## config.mk

```make
export PLATFORM = sky130hd
export DESIGN_NAME = pin_waveform_timing_regs
export DESIGN_NICKNAME = d
export VERILOG_FILES = /design/src/design/pin_waveform_timing_pkg.sv /design/src/design/period_pair_counter.sv /design/src/design/pin_waveform_timing_regs.sv
export VERILOG_INCLUDE_DIRS = /design/src /design/src/design
export SDC_FILE = /design/constraint.sdc
export NUM_CORES = 1
export LEC_CHECK = 0
export ABC_AREA = 1
export BUFFER_PORTS_ARGS = -buffer_cell sky130_fd_sc_hd__buf_2
export CAP_MARGIN = 40
export CORE_MARGIN = 5
export CORE_UTILIZATION = 51
export CTS_CLUSTER_DIAMETER = 60
export CTS_CLUSTER_SIZE = 28
export DETAILED_ROUTE_END_ITERATION = 7
export GPL_ROUTABILITY_DRIVEN = 0
export PLACE_DENSITY = 0.76
export SLEW_MARGIN = 10
export SYNTH_ARGS = -nofsm -noshare
export SYNTH_HDL_FRONTEND = slang
export SYNTH_HIERARCHICAL = 1
export SYNTH_SLANG_ARGS = --single-unit
```

## constraint.sdc

```tcl
create_clock -name i_clk -period 3.2 [get_ports i_clk]
set_clock_uncertainty 0.05 [all_clocks]
set_input_delay 0.32 -clock i_clk [delete_from_list [all_inputs] [get_ports i_clk]]
set_output_delay 0.32 -clock i_clk [all_outputs]
set_load 0.01 [all_outputs]
```

## src/design/pin_waveform_timing_params.svh

```systemverilog
`ifndef PIN_WAVEFORM_TIMING_PARAMS_SVH
`define PIN_WAVEFORM_TIMING_PARAMS_SVH
`define ADDR_CHAN1_SECOND_SUBPERIOD 16'h1082
`define ADDR_CHAN0_SECOND_SUBPERIOD 16'h1083
`define ADDR_CHAN1_THIRD_SUBPERIOD 16'h1084
`define ADDR_CHAN0_THIRD_SUBPERIOD 16'h1085
`define ADDR_CHAN1_FOURTH_SUBPERIOD 16'h1086
`define ADDR_CHAN0_FOURTH_SUBPERIOD 16'h1087
`define ADDR_CHAN1_FIFTH_SUBPERIOD 16'h1088
`define ADDR_CHAN0_FIFTH_SUBPERIOD 16'h1089
`define ADDR_CHAN1_PERIOD_COUNT 16'h108a
`define ADDR_CHAN0_PERIOD_COUNT 16'h108b
`define ADDR_CHAN3_FIRST_SUBPERIOD 16'h108c
`define ADDR_CHAN2_FIRST_SUBPERIOD 16'h108d
`define ADDR_CHAN3_SECOND_SUBPERIOD 16'h108e
`define ADDR_CHAN2_SECOND_SUBPERIOD 16'h108f
`define SUB_SLOTS 12
`define SUB_INDEX_W 4
`define SUB_LOW_GROUP_LAST 16'h0007
`define SUB_HIGH_GROUP_BASE 16'h000a
`define SUB_HIGH_GROUP_SHIFT 16'h0002
`define BYTE_RESET 8'h00
`define LEN_RESET 16'h0000
`define COUNT_ZERO 16'h0000
`define COUNT_ONE 16'h0001
`define UNMAPPED_READ 8'h00
`endif

```

## src/design/pin_waveform_timing_pkg.sv

```systemverilog
package pin_waveform_timing_pkg;
  typedef logic [15:0] len_t;
  typedef logic [7:0] byte_t;

  typedef struct packed {
    logic wr;
    logic rd;
    logic [15:0] addr;
    byte_t data;
  } reg_req_t;

  typedef struct packed {
    len_t c0_second;
    len_t c0_third;
    len_t c0_fourth;
    len_t c0_fifth;
    len_t c1_second;
    len_t c1_third;
    len_t c1_fourth;
    len_t c1_fifth;
    len_t c2_first;
    len_t c2_second;
    len_t c3_first;
    len_t c3_second;
  } sub_len_t;
endpackage

```

## src/design/period_pair_counter.sv

```systemverilog
`include "pin_waveform_timing_params.svh"
module period_pair_counter (
  // Clock and reset
  input wire logic i_clk,
  input wire logic i_rst_n,
  // Configuration
  input wire logic i_mode16,
  input wire logic i_wr_hi,
  input wire logic i_wr_lo,
  input wire pin_waveform_timing_pkg::byte_t i_wdata,
  // Period end pulses, bit 0 for the low pin, bit 1 for the high pin
  input wire logic [1:0] i_done,
  // State
  output logic [15:0] o_remain,
  output logic [1:0] o_run
);
  logic [7:0] cnt_lo_reg;
  logic [7:0] cnt_hi_reg;
  logic [1:0] inf_reg;
  logic [1:0] run_reg;
  logic [7:0] cnt_lo_next;
  logic [7:0] cnt_hi_next;
  logic [1:0] inf_next;
  logic [1:0] run_next;
  logic [15:0] wide_dec;
  logic [15:0] wide_new;

  assign wide_dec = {cnt_hi_reg, cnt_lo_reg} - `COUNT_ONE;
  assign wide_new = {i_wr_hi ? i_wdata : cnt_hi_reg, i_wr_lo ? i_wdata : cnt_lo_reg};

  // A write takes priority over a period end in the same cycle, since it reconfigures the run.
  always_comb begin
    cnt_lo_next = cnt_lo_reg;
    cnt_hi_next = cnt_hi_reg;
    inf_next = inf_reg;
    run_next = run_reg;
    if (i_mode16) begin
      run_next[1] = 1'b0;
      if (i_wr_hi || i_wr_lo) begin
        cnt_hi_next = wide_new[15:8];
        cnt_lo_next = wide_new[7:0];
        inf_next[0] = (wide_new == `COUNT_ZERO);
        run_next[0] = 1'b1;
      end else if (i_done[0] && run_reg[0] && !inf_reg[0]) begin
        cnt_hi_next = wide_dec[15:8];
        cnt_lo_next = wide_dec[7:0];
        run_next[0] = (wide_dec != `COUNT_ZERO);
      end
    end else begin
      if (i_wr_lo) begin
        cnt_lo_next = i_wdata;
        inf_next[0] = (i_wdata == `BYTE_RESET);
        run_next[0] = 1'b1;
      end else if (i_done[0] && run_reg[0] && !inf_reg[0]) begin
        cnt_lo_next = cnt_lo_reg - 8'h01;
        run_next[0] = (cnt_lo_reg != 8'h01);
      end
      if (i_wr_hi) begin
        cnt_hi_next = i_wdata;
        inf_next[1] = (i_wdata == `BYTE_RESET);
        run_next[1] = 1'b1;
      end else if (i_done[1] && run_reg[1] && !inf_reg[1]) begin
        cnt_hi_next = cnt_hi_reg - 8'h01;
        run_next[1] = (cnt_hi_reg != 8'h01);
      end
    end
  end

  always_ff @(posedge i_clk) begin
    if (!i_rst_n) begin
      cnt_lo_reg <= `BYTE_RESET;
      cnt_hi_reg <= `BYTE_RESET;
      inf_reg <= 2'h0;
      run_reg <= 2'h0;
    end else begin
      cnt_lo_reg <= cnt_lo_next;
      cnt_hi_reg <= cnt_hi_next;
      inf_reg <= inf_next;
      run_reg <= run_next;
    end
  end

  assign o_remain = {cnt_hi_reg, cnt_lo_reg};
  assign o_run = run_reg;
endmodule

```

## src/design/pin_waveform_timing_regs.sv

```systemverilog
`include "pin_waveform_timing_params.svh"
module pin_waveform_timing_regs (
  // Clock and reset
  input wire logic i_clk,
  input wire logic i_rst_n,
  // Register access
  input wire pin_waveform_timing_pkg::reg_req_t i_req,
  output pin_waveform_timing_pkg::byte_t o_rd_data,
  output logic o_rd_valid,
  // Mode and waveform sequencer interface
  input wire logic i_mode16,
  input wire logic [1:0] i_period_done,
  output pin_waveform_timing_pkg::sub_len_t o_sub_len,
  output logic [1:0] o_run
);
  localparam logic [15:0] BASE = `ADDR_CHAN1_SECOND_SUBPERIOD;

  logic [7:0] sub_reg [0:`SUB_SLOTS-1];
  pin_waveform_timing_pkg::sub_len_t len_reg;
  pin_waveform_timing_pkg::sub_len_t len_next;
  pin_waveform_timing_pkg::byte_t rd_data_reg;
  pin_waveform_timing_pkg::byte_t rd_data_next;
  logic rd_valid_reg;
  logic [7:0] snap_reg;
  logic snap_vld_reg;
  logic [15:0] remain;
  logic [1:0] run;

  // Maps an address onto a subperiod slot; even slots are the upper-byte registers.
  function automatic logic [`SUB_INDEX_W-1:0] sub_index(input logic [15:0] addr);
    logic [15:0] off;
    off = addr - BASE;
    if (off <= `SUB_LOW_GROUP_LAST) begin
      sub_index = off[`SUB_INDEX_W-1:0];
    end else begin
      sub_index = 4'(off - `SUB_HIGH_GROUP_SHIFT);
    end
  endfunction

  function automatic logic is_sub(input logic [15:0] addr);
    logic [15:0] off;
    off = addr - BASE;
    is_sub = (addr >= BASE) &&
             ((off <= `SUB_LOW_GROUP_LAST) ||
              ((off >= `SUB_HIGH_GROUP_BASE) && (addr <= `ADDR_CHAN2_SECOND_SUBPERIOD)));
  endfunction

  // Length of a low pin: alone in 8-bit mode, joined with its partner in 16-bit mode.
  function automatic pin_waveform_timing_pkg::len_t lo_len(input logic [7:0] hi,
                                                          input logic [7:0] lo,
                                                          input logic m16);
    lo_len = m16 ? {hi, lo} : {8'h00, lo};
  endfunction

  // The high pin has no waveform of its own once its register lends the upper byte.
  function automatic pin_waveform_timing_pkg::len_t hi_len(input logic [7:0] hi,
                                                          input logic m16);
    hi_len = m16 ? `LEN_RESET : {8'h00, hi};
  endfunction

  wire wr_sub = i_req.wr && is_sub(i_req.addr);
  wire [`SUB_INDEX_W-1:0] wr_idx = sub_index(i_req.addr);
  wire wr_cnt_hi = i_req.wr && (i_req.addr == `ADDR_CHAN1_PERIOD_COUNT);
  wire wr_cnt_lo = i_req.wr && (i_req.addr == `ADDR_CHAN0_PERIOD_COUNT);
  wire rd_sub = i_req.rd && is_sub(i_req.addr);
  wire rd_cnt_hi = i_req.rd && (i_req.addr == `ADDR_CHAN1_PERIOD_COUNT);
  wire rd_cnt_lo = i_req.rd && (i_req.addr == `ADDR_CHAN0_PERIOD_COUNT);
  wire use_snap = i_mode16 && snap_vld_reg;

  period_pair_counter u_count (
    .i_clk(i_clk),
    .i_rst_n(i_rst_n),
    .i_mode16(i_mode16),
    .i_wr_hi(wr_cnt_hi),
    .i_wr_lo(wr_cnt_lo),
    .i_wdata(i_req.data),
    .i_done(i_period_done),
    .o_remain(remain),
    .o_run(run)
  );

  always_comb begin
    len_next.c0_second = lo_len(sub_reg[0], sub_reg[1], i_mode16);
    len_next.c0_third = lo_len(sub_reg[2], sub_reg[3], i_mode16);
    len_next.c0_fourth = lo_len(sub_reg[4], sub_reg[5], i_mode16);
    len_next.c0_fifth = lo_len(sub_reg[6], sub_reg[7], i_mode16);
    len_next.c1_second = hi_len(sub_reg[0], i_mode16);
    len_next.c1_third = hi_len(sub_reg[2], i_mode16);
    len_next.c1_fourth = hi_len(sub_reg[4], i_mode16);
    len_next.c1_fifth = hi_len(sub_reg[6], i_mode16);
    len_next.c2_first = lo_len(sub_reg[8], sub_reg[9], i_mode16);
    len_next.c2_second = lo_len(sub_reg[10], sub_reg[11], i_mode16);
    len_next.c3_first = hi_len(sub_reg[8], i_mode16);
    len_next.c3_second = hi_len(sub_reg[10], i_mode16);
  end

  // Duration reads show the live count, except a 16-bit low-byte read after an upper-byte read returns the byte captured then.
  always_comb begin
    rd_data_next = `UNMAPPED_READ;
    if (rd_sub) begin
      rd_data_next = sub_reg[sub_index(i_req.addr)];
    end else if (rd_cnt_hi) begin
      rd_data_next = remain[15:8];
    end else if (rd_cnt_lo) begin
      rd_data_next = use_snap ? snap_reg : remain[7:0];
    end
  end

  always_ff @(posedge i_clk) begin
    if (!i_rst_n) begin
      for (int k = 0; k < `SUB_SLOTS; k++) begin
        sub_reg[k] <= `BYTE_RESET;
      end
    end else if (wr_sub) begin
      sub_reg[wr_idx] <= i_req.data;
    end
  end

  // A fresh duration write discards a pending capture so a stale byte is never returned.
  always_ff @(posedge i_clk) begin
    if (!i_rst_n) begin
      snap_reg <= `BYTE_RESET;
      snap_vld_reg <= 1'b0;
    end else if (wr_cnt_hi || wr_cnt_lo) begin
      snap_vld_reg <= 1'b0;
    end else if (rd_cnt_hi && i_mode16) begin
      snap_reg <= remain[7:0];
      snap_vld_reg <= 1'b1;
    end else if (rd_cnt_lo) begin
      snap_vld_reg <= 1'b0;
    end
  end

  always_ff @(posedge i_clk) begin
    if (!i_rst_n) begin
      len_reg <= '0;
      rd_data_reg <= `BYTE_RESET;
      rd_valid_reg <= 1'b0;
    end else begin
      len_reg <= len_next;
      rd_data_reg <= rd_data_next;
      rd_valid_reg <= i_req.rd;
    end
  end

  assign o_sub_len = len_reg;
  assign o_rd_data = rd_data_reg;
  assign o_rd_valid = rd_valid_reg;
  assign o_run = run;
endmodule

```

# Yosys cells after proc, flatten, opt, wreduce, memory -nomap -nowiden
# Memories as Yosys holds them, arrays and structs flattened. A register that Yosys moved wholly into a read port is not among the register bits.
# Index checks and enable logic that the tools add are counted.
# totals
register_bits,182
rom_bits,0
ram_bits,96
latch_bits,0
inputBits,31
mem_count,1
word_cells,125
# memory_table
memory,depth,word_bits,rd,rd_clocked_by_memory_dff,write_ports,line,rtl
sub_reg,12,8,13,6,12,pin_waveform_timing_regs.sv:18,logic [7:0] sub_reg [0:`SUB_SLOTS-1];
# classes
mul,0
n_addsub,5
div,0
reduce_logical,41
order_cmp,4
n_mux,37
bitwise,3
n_eq_ne,6
shift,0
# ops
operator,count
two-way mux 8 bit,17
equality test 16 x 13 -> 1 bit (second input constant),2
two-way mux 1 bit,17
>= comparator 16 x 13 -> 1 bit (second input constant),1
>= comparator 16 x 4 -> 1 bit (second input constant),1
<= comparator 16 x 13 -> 1 bit (second input constant),1
<= comparator 16 x 3 -> 1 bit (second input constant),1
zero test 16 bit,1
inequality test 8 x 1 -> 1 bit (second input constant),2
nonzero test 16 bit,1
subtractor 16 x 1 -> 16 bit (second input constant),1
subtractor 16 x 13 -> 16 bit (second input constant),1
subtractor 8 x 1 -> 8 bit (second input constant),2
logical AND 1 bit,14
two-way mux 4 bit,3
AND reduction 2 bit,6
zero test 1 bit,8
zero test 8 bit,1
OR reduction 8 bit,1
nonzero test 2 bit,3
nonzero test 3 bit,2
OR reduction 2 bit,2
subtractor 4 x 2 -> 4 bit (second input constant),1
inequality test 3 x 1 -> 1 bit (second input constant),1
3 further kinds,6

# Longest topological paths before layout
# Gate-level depths: netlist of the first run.
# logic_depth
depth_word,11
ltp_mapped,22
depth_no_buf,20

# Hierarchy
# Netlist of the first run, hierarchy kept.
# modules_own_cells
module,area_each_um2,cells_per_inst,seq_area_each_um2,instances
pin_waveform_timing_regs,11812.6,1335,7086.8,1
period_pair_counter,1953.1,325,400.4,1

# Worst setup path after synthesis of the first run
# OpenSTA, ideal clock, no wires.
# synth_path
kind,input-to-reg
from,in i_req[9] (netlist bit)
to,"mem sub_reg[12][0], enable pin"
required_time_ns,2.767
cell_stages,17
arrival_ns,2.744
n_path_buf,1
setup_slack_ns,0.022
path_cell_list,buf_6 > inv_4 > ha_1 > nand2_1 > nor2_2 > nand2_1 > nand2_1 > nand2_1 > nand3_1 > nand3_2 > nor2_4 > nand3_4 > nand2_1 > nand2_2 > nor2_4 > inv_1 > nor3_1
# synth_lines
element,line,rtl
start: declaration,pin_waveform_timing_regs.sv:7,"input wire pin_waveform_timing_pkg::reg_req_t i_req,"
end: declaration,pin_waveform_timing_regs.sv:18,

==> results of run 1 <==
logic make-up (layout without fill, tap and decap cells):
logic type                 Yosys count  count (layout)
and+or+nand+nor                    871             871
adders and majority gates            8               8
DFF                                310             310
buffers and inverters              294             439
other                                1              48
AOI/OAI and AO/OA                  169             169
xor gates and xnor gates             7               7
worst max-delay path by stage:
stage / from / slack (ns) / to
after floorplan: i_req[9] / 0.02 / sub_reg[12][0]
after global placement: i_req[10] / -0.02 / sub_reg[12][1]
after detailed placement: i_req[10] / -0.18 / sub_reg[12][3]
after CTS: i_req[10] / 0.35 / sub_reg[12][4]
after global routing: i_req[10] / 0.10 / sub_reg[12][4]
final: i_req[10] / 0.21 / sub_reg[12][4]
what timing repair did:
action                                 CTS  global route
endpoints found under the hold margin    1             0
resized for setup                        0             0
hold buffers                             1             0
cell type report:
class	count	area, um^2	share of cell area, %
clock inverters	20	295.3	1.870
multi-input cells	1103	5107	32.35
flip-flops and latches	310	7487	47.43
inverters	180	678.2	4.296
well taps	341	426.7	2.703
clock buffers	24	600.6	3.804
repair buffers	215	1191	7.545
metal layers:
| layer | track usage, % | part of all wire [%] | routed length, um | up-vias |
|---|---|---|---|---|
| met2 | 40.68 | 48 | 18310 | 672 |
| met4 | 8.116 | 3.5 | 1333 | 0 |
| met5 | 0 | 0 | 0 | - |
| met3 | 3.828 | 10 | 3770 | 99 |
| li1 | - | - | - | 5523 |
| met1 | 31.06 | 38 | 14450 | 5322 |
metrics by stage:
| stage | hold slack, ns | setup WS (ns) | area (um^2) |
|---|---|---|---|
| floorplan | 0.3635 | 0.02244 | 13940 |
| global placement | 0.3870 | -0.02058 | 14860 |
| detailed placement | 0.3870 | -0.1784 | 14880 |
| CTS | 0.02681 | 0.3549 | 15790 |
| global route | 0.03570 | 0.1007 | 15790 |
| finish | 0.04224 | 0.2096 | 15790 |
power by group through the flow:
stage | clock (uW) | combinational (uW) | sequential (uW)
6_report | 3300 | 896 | 4320
5_1_grt | 3520 | 983 | 4340
4_1_cts | 3350 | 883 | 4320
3_5_place_dp | 0 | 874 | 4410
3_3_place_gp | 0 | 855 | 4410
2_1_floorplan | 0 | 572 | 4440
Yosys cell counts, types with 2 or more instances:
| library cell | count | area share (%) |
|---|---|---|
| xnor2_1 | 2 | 0.13 |
| o21ai_1 | 11 | 0.40 |
| nand4_1 | 4 | 0.18 |
| o2111ai_1 | 6 | 0.38 |
| a41oi_1 | 3 | 0.19 |
| inv_1 | 169 | 4.6 |
| nor2_2 | 19 | 0.86 |
| a31oi_1 | 11 | 0.50 |
| nor2_8 | 2 | 0.29 |
| o21a_1 | 3 | 0.16 |
| nor3_1 | 14 | 0.51 |
| nand3_1 | 89 | 3.2 |
| buf_2 | 8 | 0.29 |
| a21oi_1 | 24 | 0.87 |
| nand2_2 | 13 | 0.59 |
| o31ai_1 | 3 | 0.16 |
| o41ai_1 | 3 | 0.19 |
| nand2_1 | 440 | 12 |
| buf_6 | 4 | 0.33 |
| clkinv_1 | 2 | 0.055 |
| nand2_4 | 12 | 0.98 |
| o211ai_1 | 4 | 0.22 |
| nor2_1 | 256 | 7.0 |
| or2_2 | 2 | 0.091 |
| nand4_4 | 3 | 0.46 |
| buf_1 | 7 | 0.19 |
| xor2_1 | 5 | 0.32 |
| o21ai_2 | 3 | 0.19 |
| nor2_4 | 11 | 0.90 |
| buf_4 | 54 | 2.9 |
| ha_1 | 8 | 0.73 |
| o21ai_0 | 91 | 3.3 |
| clkbuf_1 | 40 | 1.1 |
| inv_2 | 8 | 0.22 |
| dfxtp_1 | 182 | 26 |
| edfxtp_1 | 128 | 28 |
==> metrics, run 1 <==
Seq pwr share=50.7%; type of origin of the critical path=primary input; Logic pwr share=10.5%; R2R Path Start=u_count/cnt_hi_reg[1]; fraction of registers with async set/reset=0%; fin crit share=93.45%; Fillers=2320; FF+latch count, synth=310; Critical Path Sink Type=register; status=finished clean; crit-path leading delay family=simple AND/OR/NAND/NOR gates; Antenna Nets Post-Route=0; vias in the first global route=10960; max_slew headroom=53.43%; worst vdd ir=0.4040 mV; final net count=around 1900; adder-cell share of the synthesized area=0.7271%; post-synthesis xor/xnor area fraction=0.4454%; P_sw=around 2400 uW; reg2reg path depth=12; cell internal pwr=approximately 6100 uW; Synth Warn #=6; hold path depth=1; CTS tree=built; Cells after DPL=between 2000 and 2500; Core ar.=0.02680 mm^2; Finish-stage setup viols=0; final slew viol count=0; GRT Resource Usage Total=between 20% and 30%; clock root cell=clkbuf_16; Leak Pwr=about 0.0078 uW; clock sinks=310; Post-synth top flop=dfxtp_1; clock power share=38.7%; Vias/cell=5.297; RSZ-0062 raised after global routing=no; Tot Pwr=8523 uW; final core utilization=58.90%; die width=174.3 um; measured slew at the worst slew-check pin=0.6978 ns; Synth Area in Simple Gates=27.49%; worst reg2reg setup slack=1.08 ns; Post-CTS Setup Bufs=0; Worst Hold Class=in2reg; Post-DP HPWL=26990 um; Layout Cells excl Fill=2193; DR pass1 iterations=6; Hold Startpoint=i_req[7]; max-cap violations=0; DRC=0; clock transition at the registers of the reported paths=0.09 ns; largest net degree at the start of global routing=68; Largest register FFs=144; CTS buffer count=24; DIE AREA=~0.030 mm^2; largest family of logic cells by synthesized area=simple AND/OR/NAND/NOR gates; Detailed Route WL=37860 um; routed len/inst=17.27 um; Fin. Hold Viols=0; layout cells sized above 1=18.25%; CP peak stage delay=0.46 ns; Sum Neg Setup Slack=0 ns; Ports=234; pwr dens=539.9 mW/mm^2; slowest cell on the critical path=nor3_1; Core Rows=60; Die Ht=174.3 um; Synth Area in Compound Gates=7.117%; mapped cell area=0.01377 mm^2; Avg Synthesized Cell Area=approximately 8.3 um^2; multiplexer share of the synthesized area=0%; switching part of the total=28.60%; Most common cell on crit path=nand2_1; most frequent cells in the layout=439 x nand2_1, 256 x nor2_1, 185 x buf_2; commonest non-fill, non-tap cell in the layout=nand2_1; Syn-to-layout area delta=14.68%; r2r endpoint=u_count/o_run[0]; Buffers on Ports=185; number of synthesized flops with an enable pin=128; max frequency=334.4 MHz; sequential fraction of the synthesis area=54.39%; antenna diode count=0; Longest Clk Path Bufs=3; Worst EP required=around 3.4 ns; Critical Path Stages=18; initial antenna violation count=0; WP buf/inv=4; global-route wire length before repair=58740 um; Cells after Synth=1660; worst-path fanout max=9; fin crit period=2.990 ns; critical path arrival=3.19 ns; post-synthesis cell type count=52; worst skew pair latency=around 0.55 ns; initial DRC count=1298; # H-tree levels=1; initial core utilization=51.36%; critical-path cell list=buf_2 -> inv_1 -> ha_1 -> nand2_1 -> nor2_2 -> nand2_1 -> nand2_1 -> nand3_1 -> nand2_1 -> nand2_1 -> nor2_4 -> nand3_4 -> nand2_1 -> nand2_2 -> nor2_4 -> inv_1 -> nor3_1 -> buf_4; GR Overflow Total=0; via count=between 10000 and 15000; hold endpoint=sub_reg[12][7]; crit path kind=in2reg
Note: power is estimated with default switching activity, not from simulation.
==> run 2, diff against run 1 <==
--- a/config.mk
+++ b/config.mk
@@ -6,7 +6,6 @@
 export SDC_FILE = /design/constraint.sdc
 export NUM_CORES = 1
 export LEC_CHECK = 0
-export ABC_AREA = 1
 export BUFFER_PORTS_ARGS = -buffer_cell sky130_fd_sc_hd__buf_2
 export CAP_MARGIN = 40
 export CORE_MARGIN = 5
@@ -16,7 +15,7 @@
 export DETAILED_ROUTE_END_ITERATION = 7
 export GPL_ROUTABILITY_DRIVEN = 0
 export PLACE_DENSITY = 0.76
-export SLEW_MARGIN = 10
+export SLEW_MARGIN = 40
 export SYNTH_ARGS = -nofsm -noshare
 export SYNTH_HDL_FRONTEND = slang
 export SYNTH_HIERARCHICAL = 1
==> run 2 against run 1 <==
- sequential cell count unchanged
- final area increased by 1.7%
- routed wire length decreased by 2.4%
- die area shrank 0.44%
- count of clock-buffer cells in the layout up 1
- critical endpoint is now o_rd_data[1]
==> metrics, run 2 <==
synth top area cells=edfxtp_1 28%, dfxtp_1 27%, and2_1 8.2%; clock sinks=310 (unchanged); Fillers=2172 (-6.4%); status=finished clean; DR pass1 iterations=6 (unchanged); GR Overflow Total=0 (unchanged); most frequent cells in the layout=184 x buf_2, 182 x dfxtp_1, 180 x and2_1; Detailed Route WL=36960 um (-2.4%); Syn-to-layout area delta=17.14%; crit-path leading delay family=compound AO/OA/AOI/OAI gates; critical-path cell list=buf_2 -> inv_1 -> ha_2 -> nor2b_1 -> a21oi_1 -> o32a_1 -> a2111oi_4 -> a211oi_1 -> a311oi_4 -> buf_4 -> a21oi_1 -> o21ai_0 -> a41oi_1; Critical Path Sink Type=register; Tot Pwr=8317 uW (-2.4%); Buffers on Ports=185 (unchanged); crit path kind=in2reg; Post-synth top cells=182 x dfxtp_1, 180 x and2_1, 128 x edfxtp_1, 68 x and3_1, 68 x o21ai_0; max frequency=348.4 MHz (+4.2%); worst-path fanout max=14 (+5); final core utilization=60.06% (+1.2 points); worst skew pair latency=0.53 ns (-0.02 ns); max_slew headroom=49.48% (-4.0 points); WP buf/inv=3 (-1); global-route wire length before repair=57010 um (-2.9%); Worst EP required=3.54 ns (+0.14 ns); Finish-stage setup viols=0 (unchanged); via count=10550 (-9.1%); fraction of registers with async set/reset=0% (unchanged); Cells after DPL=1793 (-17%); clock root cell=clkbuf_16; final net count=1515 (-19%); Core ar.=0.02673 mm^2 (-0.28%); CP peak stage delay=0.43 ns (-0.03 ns); library cell with the highest instance count after synthesis=dfxtp_1; Avg Synthesized Cell Area=10.82 um^2 (+31%); Leak Pwr=0.006754 uW (-13%); Post-DP HPWL=26260 um (-2.7%); DRC=0 (unchanged); Core Rows=60 (unchanged); initial core utilization=51.27% (-0.094 points); initial DRC count=1129 (-13%); FF+latch count, synth=310 (unchanged); sequential fraction of the synthesis area=54.64% (+0.25 points); Hold WS=0.04527 ns (+0.003029 ns); initial antenna violation count=0 (unchanged); Synth Warn #=6 (unchanged); CTS tree=built; Multi-input gate area=0.005605 mm^2 (+9.8%); Vias/cell=5.758 (+8.7%); max-cap violations=0 (unchanged); Die Ht=173.9 um (-0.22%); post_cts resized=0 (unchanged); fin crit period=2.870 ns (-0.1203 ns); pwr dens=518.2 mW/mm^2 (-4.0%); post-synthesis cell type count=90 (+73%); antenna diode count=0 (unchanged); # H-tree levels=1 (unchanged); commonest non-fill, non-tap cell in the layout=buf_2; Most common cell on crit path=a21oi_1; GRT Resource Usage Total=23.46% (-0.41 points); CTS buffer count=22 (-8.3%); slowest cell on the critical path=a2111oi_4; Worst Hold Class=in2reg; Post-synth top flop=dfxtp_1; dominant cell type by area after synthesis=edfxtp_1; clock transition at the registers of the reported paths=0.10 ns (about the same); Post-CTS Setup Bufs=0 (unchanged); post-synth top area share=28.05% (+0.13 points); measured slew at the worst slew-check pin=0.7551 ns (+0.05725 ns); type of origin of the critical path=primary input; number of synthesized flops with an enable pin=128 (unchanged); DIE AREA=0.03024 mm^2 (-0.44%); Fin. Hold Viols=0 (unchanged); mapped cell area=0.01370 mm^2 (-0.46%); vias in the first global route=10100 (-7.8%); critical path arrival=3.21 ns (+0.02 ns); layout cells sized above 1=26.68% (+8.4 points); Antenna Nets Post-Route=0 (unchanged); final slew viol count=0 (unchanged); die width=173.9 um (-0.22%); worst vdd ir=0.3234 mV (-20%); register area=0.007487 mm^2 (unchanged); fin crit share=89.69% (-3.8 points); Cells after Synth=1266 (-24%); largest net degree at the start of global routing=65 (-4.4%); Layout Cells excl Fill=1833 (-16%); routed len/inst=20.16 um (+17%); CTS Hold Bufs=0 (-1); Longest Clk Path Bufs=3 (unchanged); Ports=234 (unchanged); Largest register FFs=144 (unchanged); RSZ-0062 raised after global routing=no
-- run 2: changes by cell type after synthesis, moves of 49 or more --
cell,previous run,this run
nand2_1,440,41
nor2_1,256,58
and2_1,1,180
inv_1,169,14
and3_1,0,68
nand3_1,89,40
-- run 2: final cells by class --
type | count | area share (%)
Timing Repair Buffer | 274 | 10.10
Tap cell | 341 | 2.658
Sequential cell | 310 | 46.65
Multi-Input combinational cell | 851 | 34.92
Clock buffer | 25 | 3.695
Inverter | 17 | 0.3976
Clock inverter | 15 | 1.575
-- run 2: per-layer routing --
metal / wire [um] / up-vias / global-route usage (%) / share of wire, %
met4: 1285 / 0 / 7.687 / 3.5
met3: 3083 / 70 / 3.784 / 8.3
met1: 15090 / 5057 / 31.70 / 41
met5: 0 / - / 0 / 0
li1: - / 4878 / - / -
met2: 17500 / 549 / 38.87 / 47
-- run 2: logic make-up (layout without fill, tap and decap cells) --
logic type	Yosys count	count (layout)	synth area share, %
flip-flops	310	310	54.64
buffers and inverters	152	331	5.835
XOR/XNOR	8	8	0.5114
other	1	48	0.02737
AO/OA/AOI/OAI	238	238	11.98
multiplexers	51	51	4.849
AND/OR/NAND/NOR	498	498	21.42
adder cells (fa/ha/maj)	8	8	0.7306
-- run 2: worst paths after layout --
kind                                            start  depth (start not counted)               end  slack [ns]
worst max register to register  u_count/cnt_lo_reg[0]                          7  u_count/o_run[0]        0.78
worst min-delay path                        i_req[24]                          2        o_rd_valid        0.05
worst max-delay path                        i_req[10]                         13      o_rd_data[1]        0.33
worst min register to register          sub_reg[9][6]                          1     o_sub_len[54]        0.44
-- run 2: metrics by stage --
stage	area, um^2	setup TNS (ns)	setup slack, ns
2_1_floorplan	13890	-7.948	-0.1299
3_3_place_gp	15200	-3.722	-0.09652
3_5_place_dp	15200	-15.42	-0.1540
4_1_cts	16050	0	0.3823
5_1_grt	16050	0	0.1529
6_report	16050	0	0.3299
-- run 2: power breakdown --
group | leakage, uW | switching [uW] | internal [uW]
Clock | 0.000401 | 1610 | 1490
Sequential | 0.00270 | 101 | 4260
Combinational | 0.00366 | 530 | 323
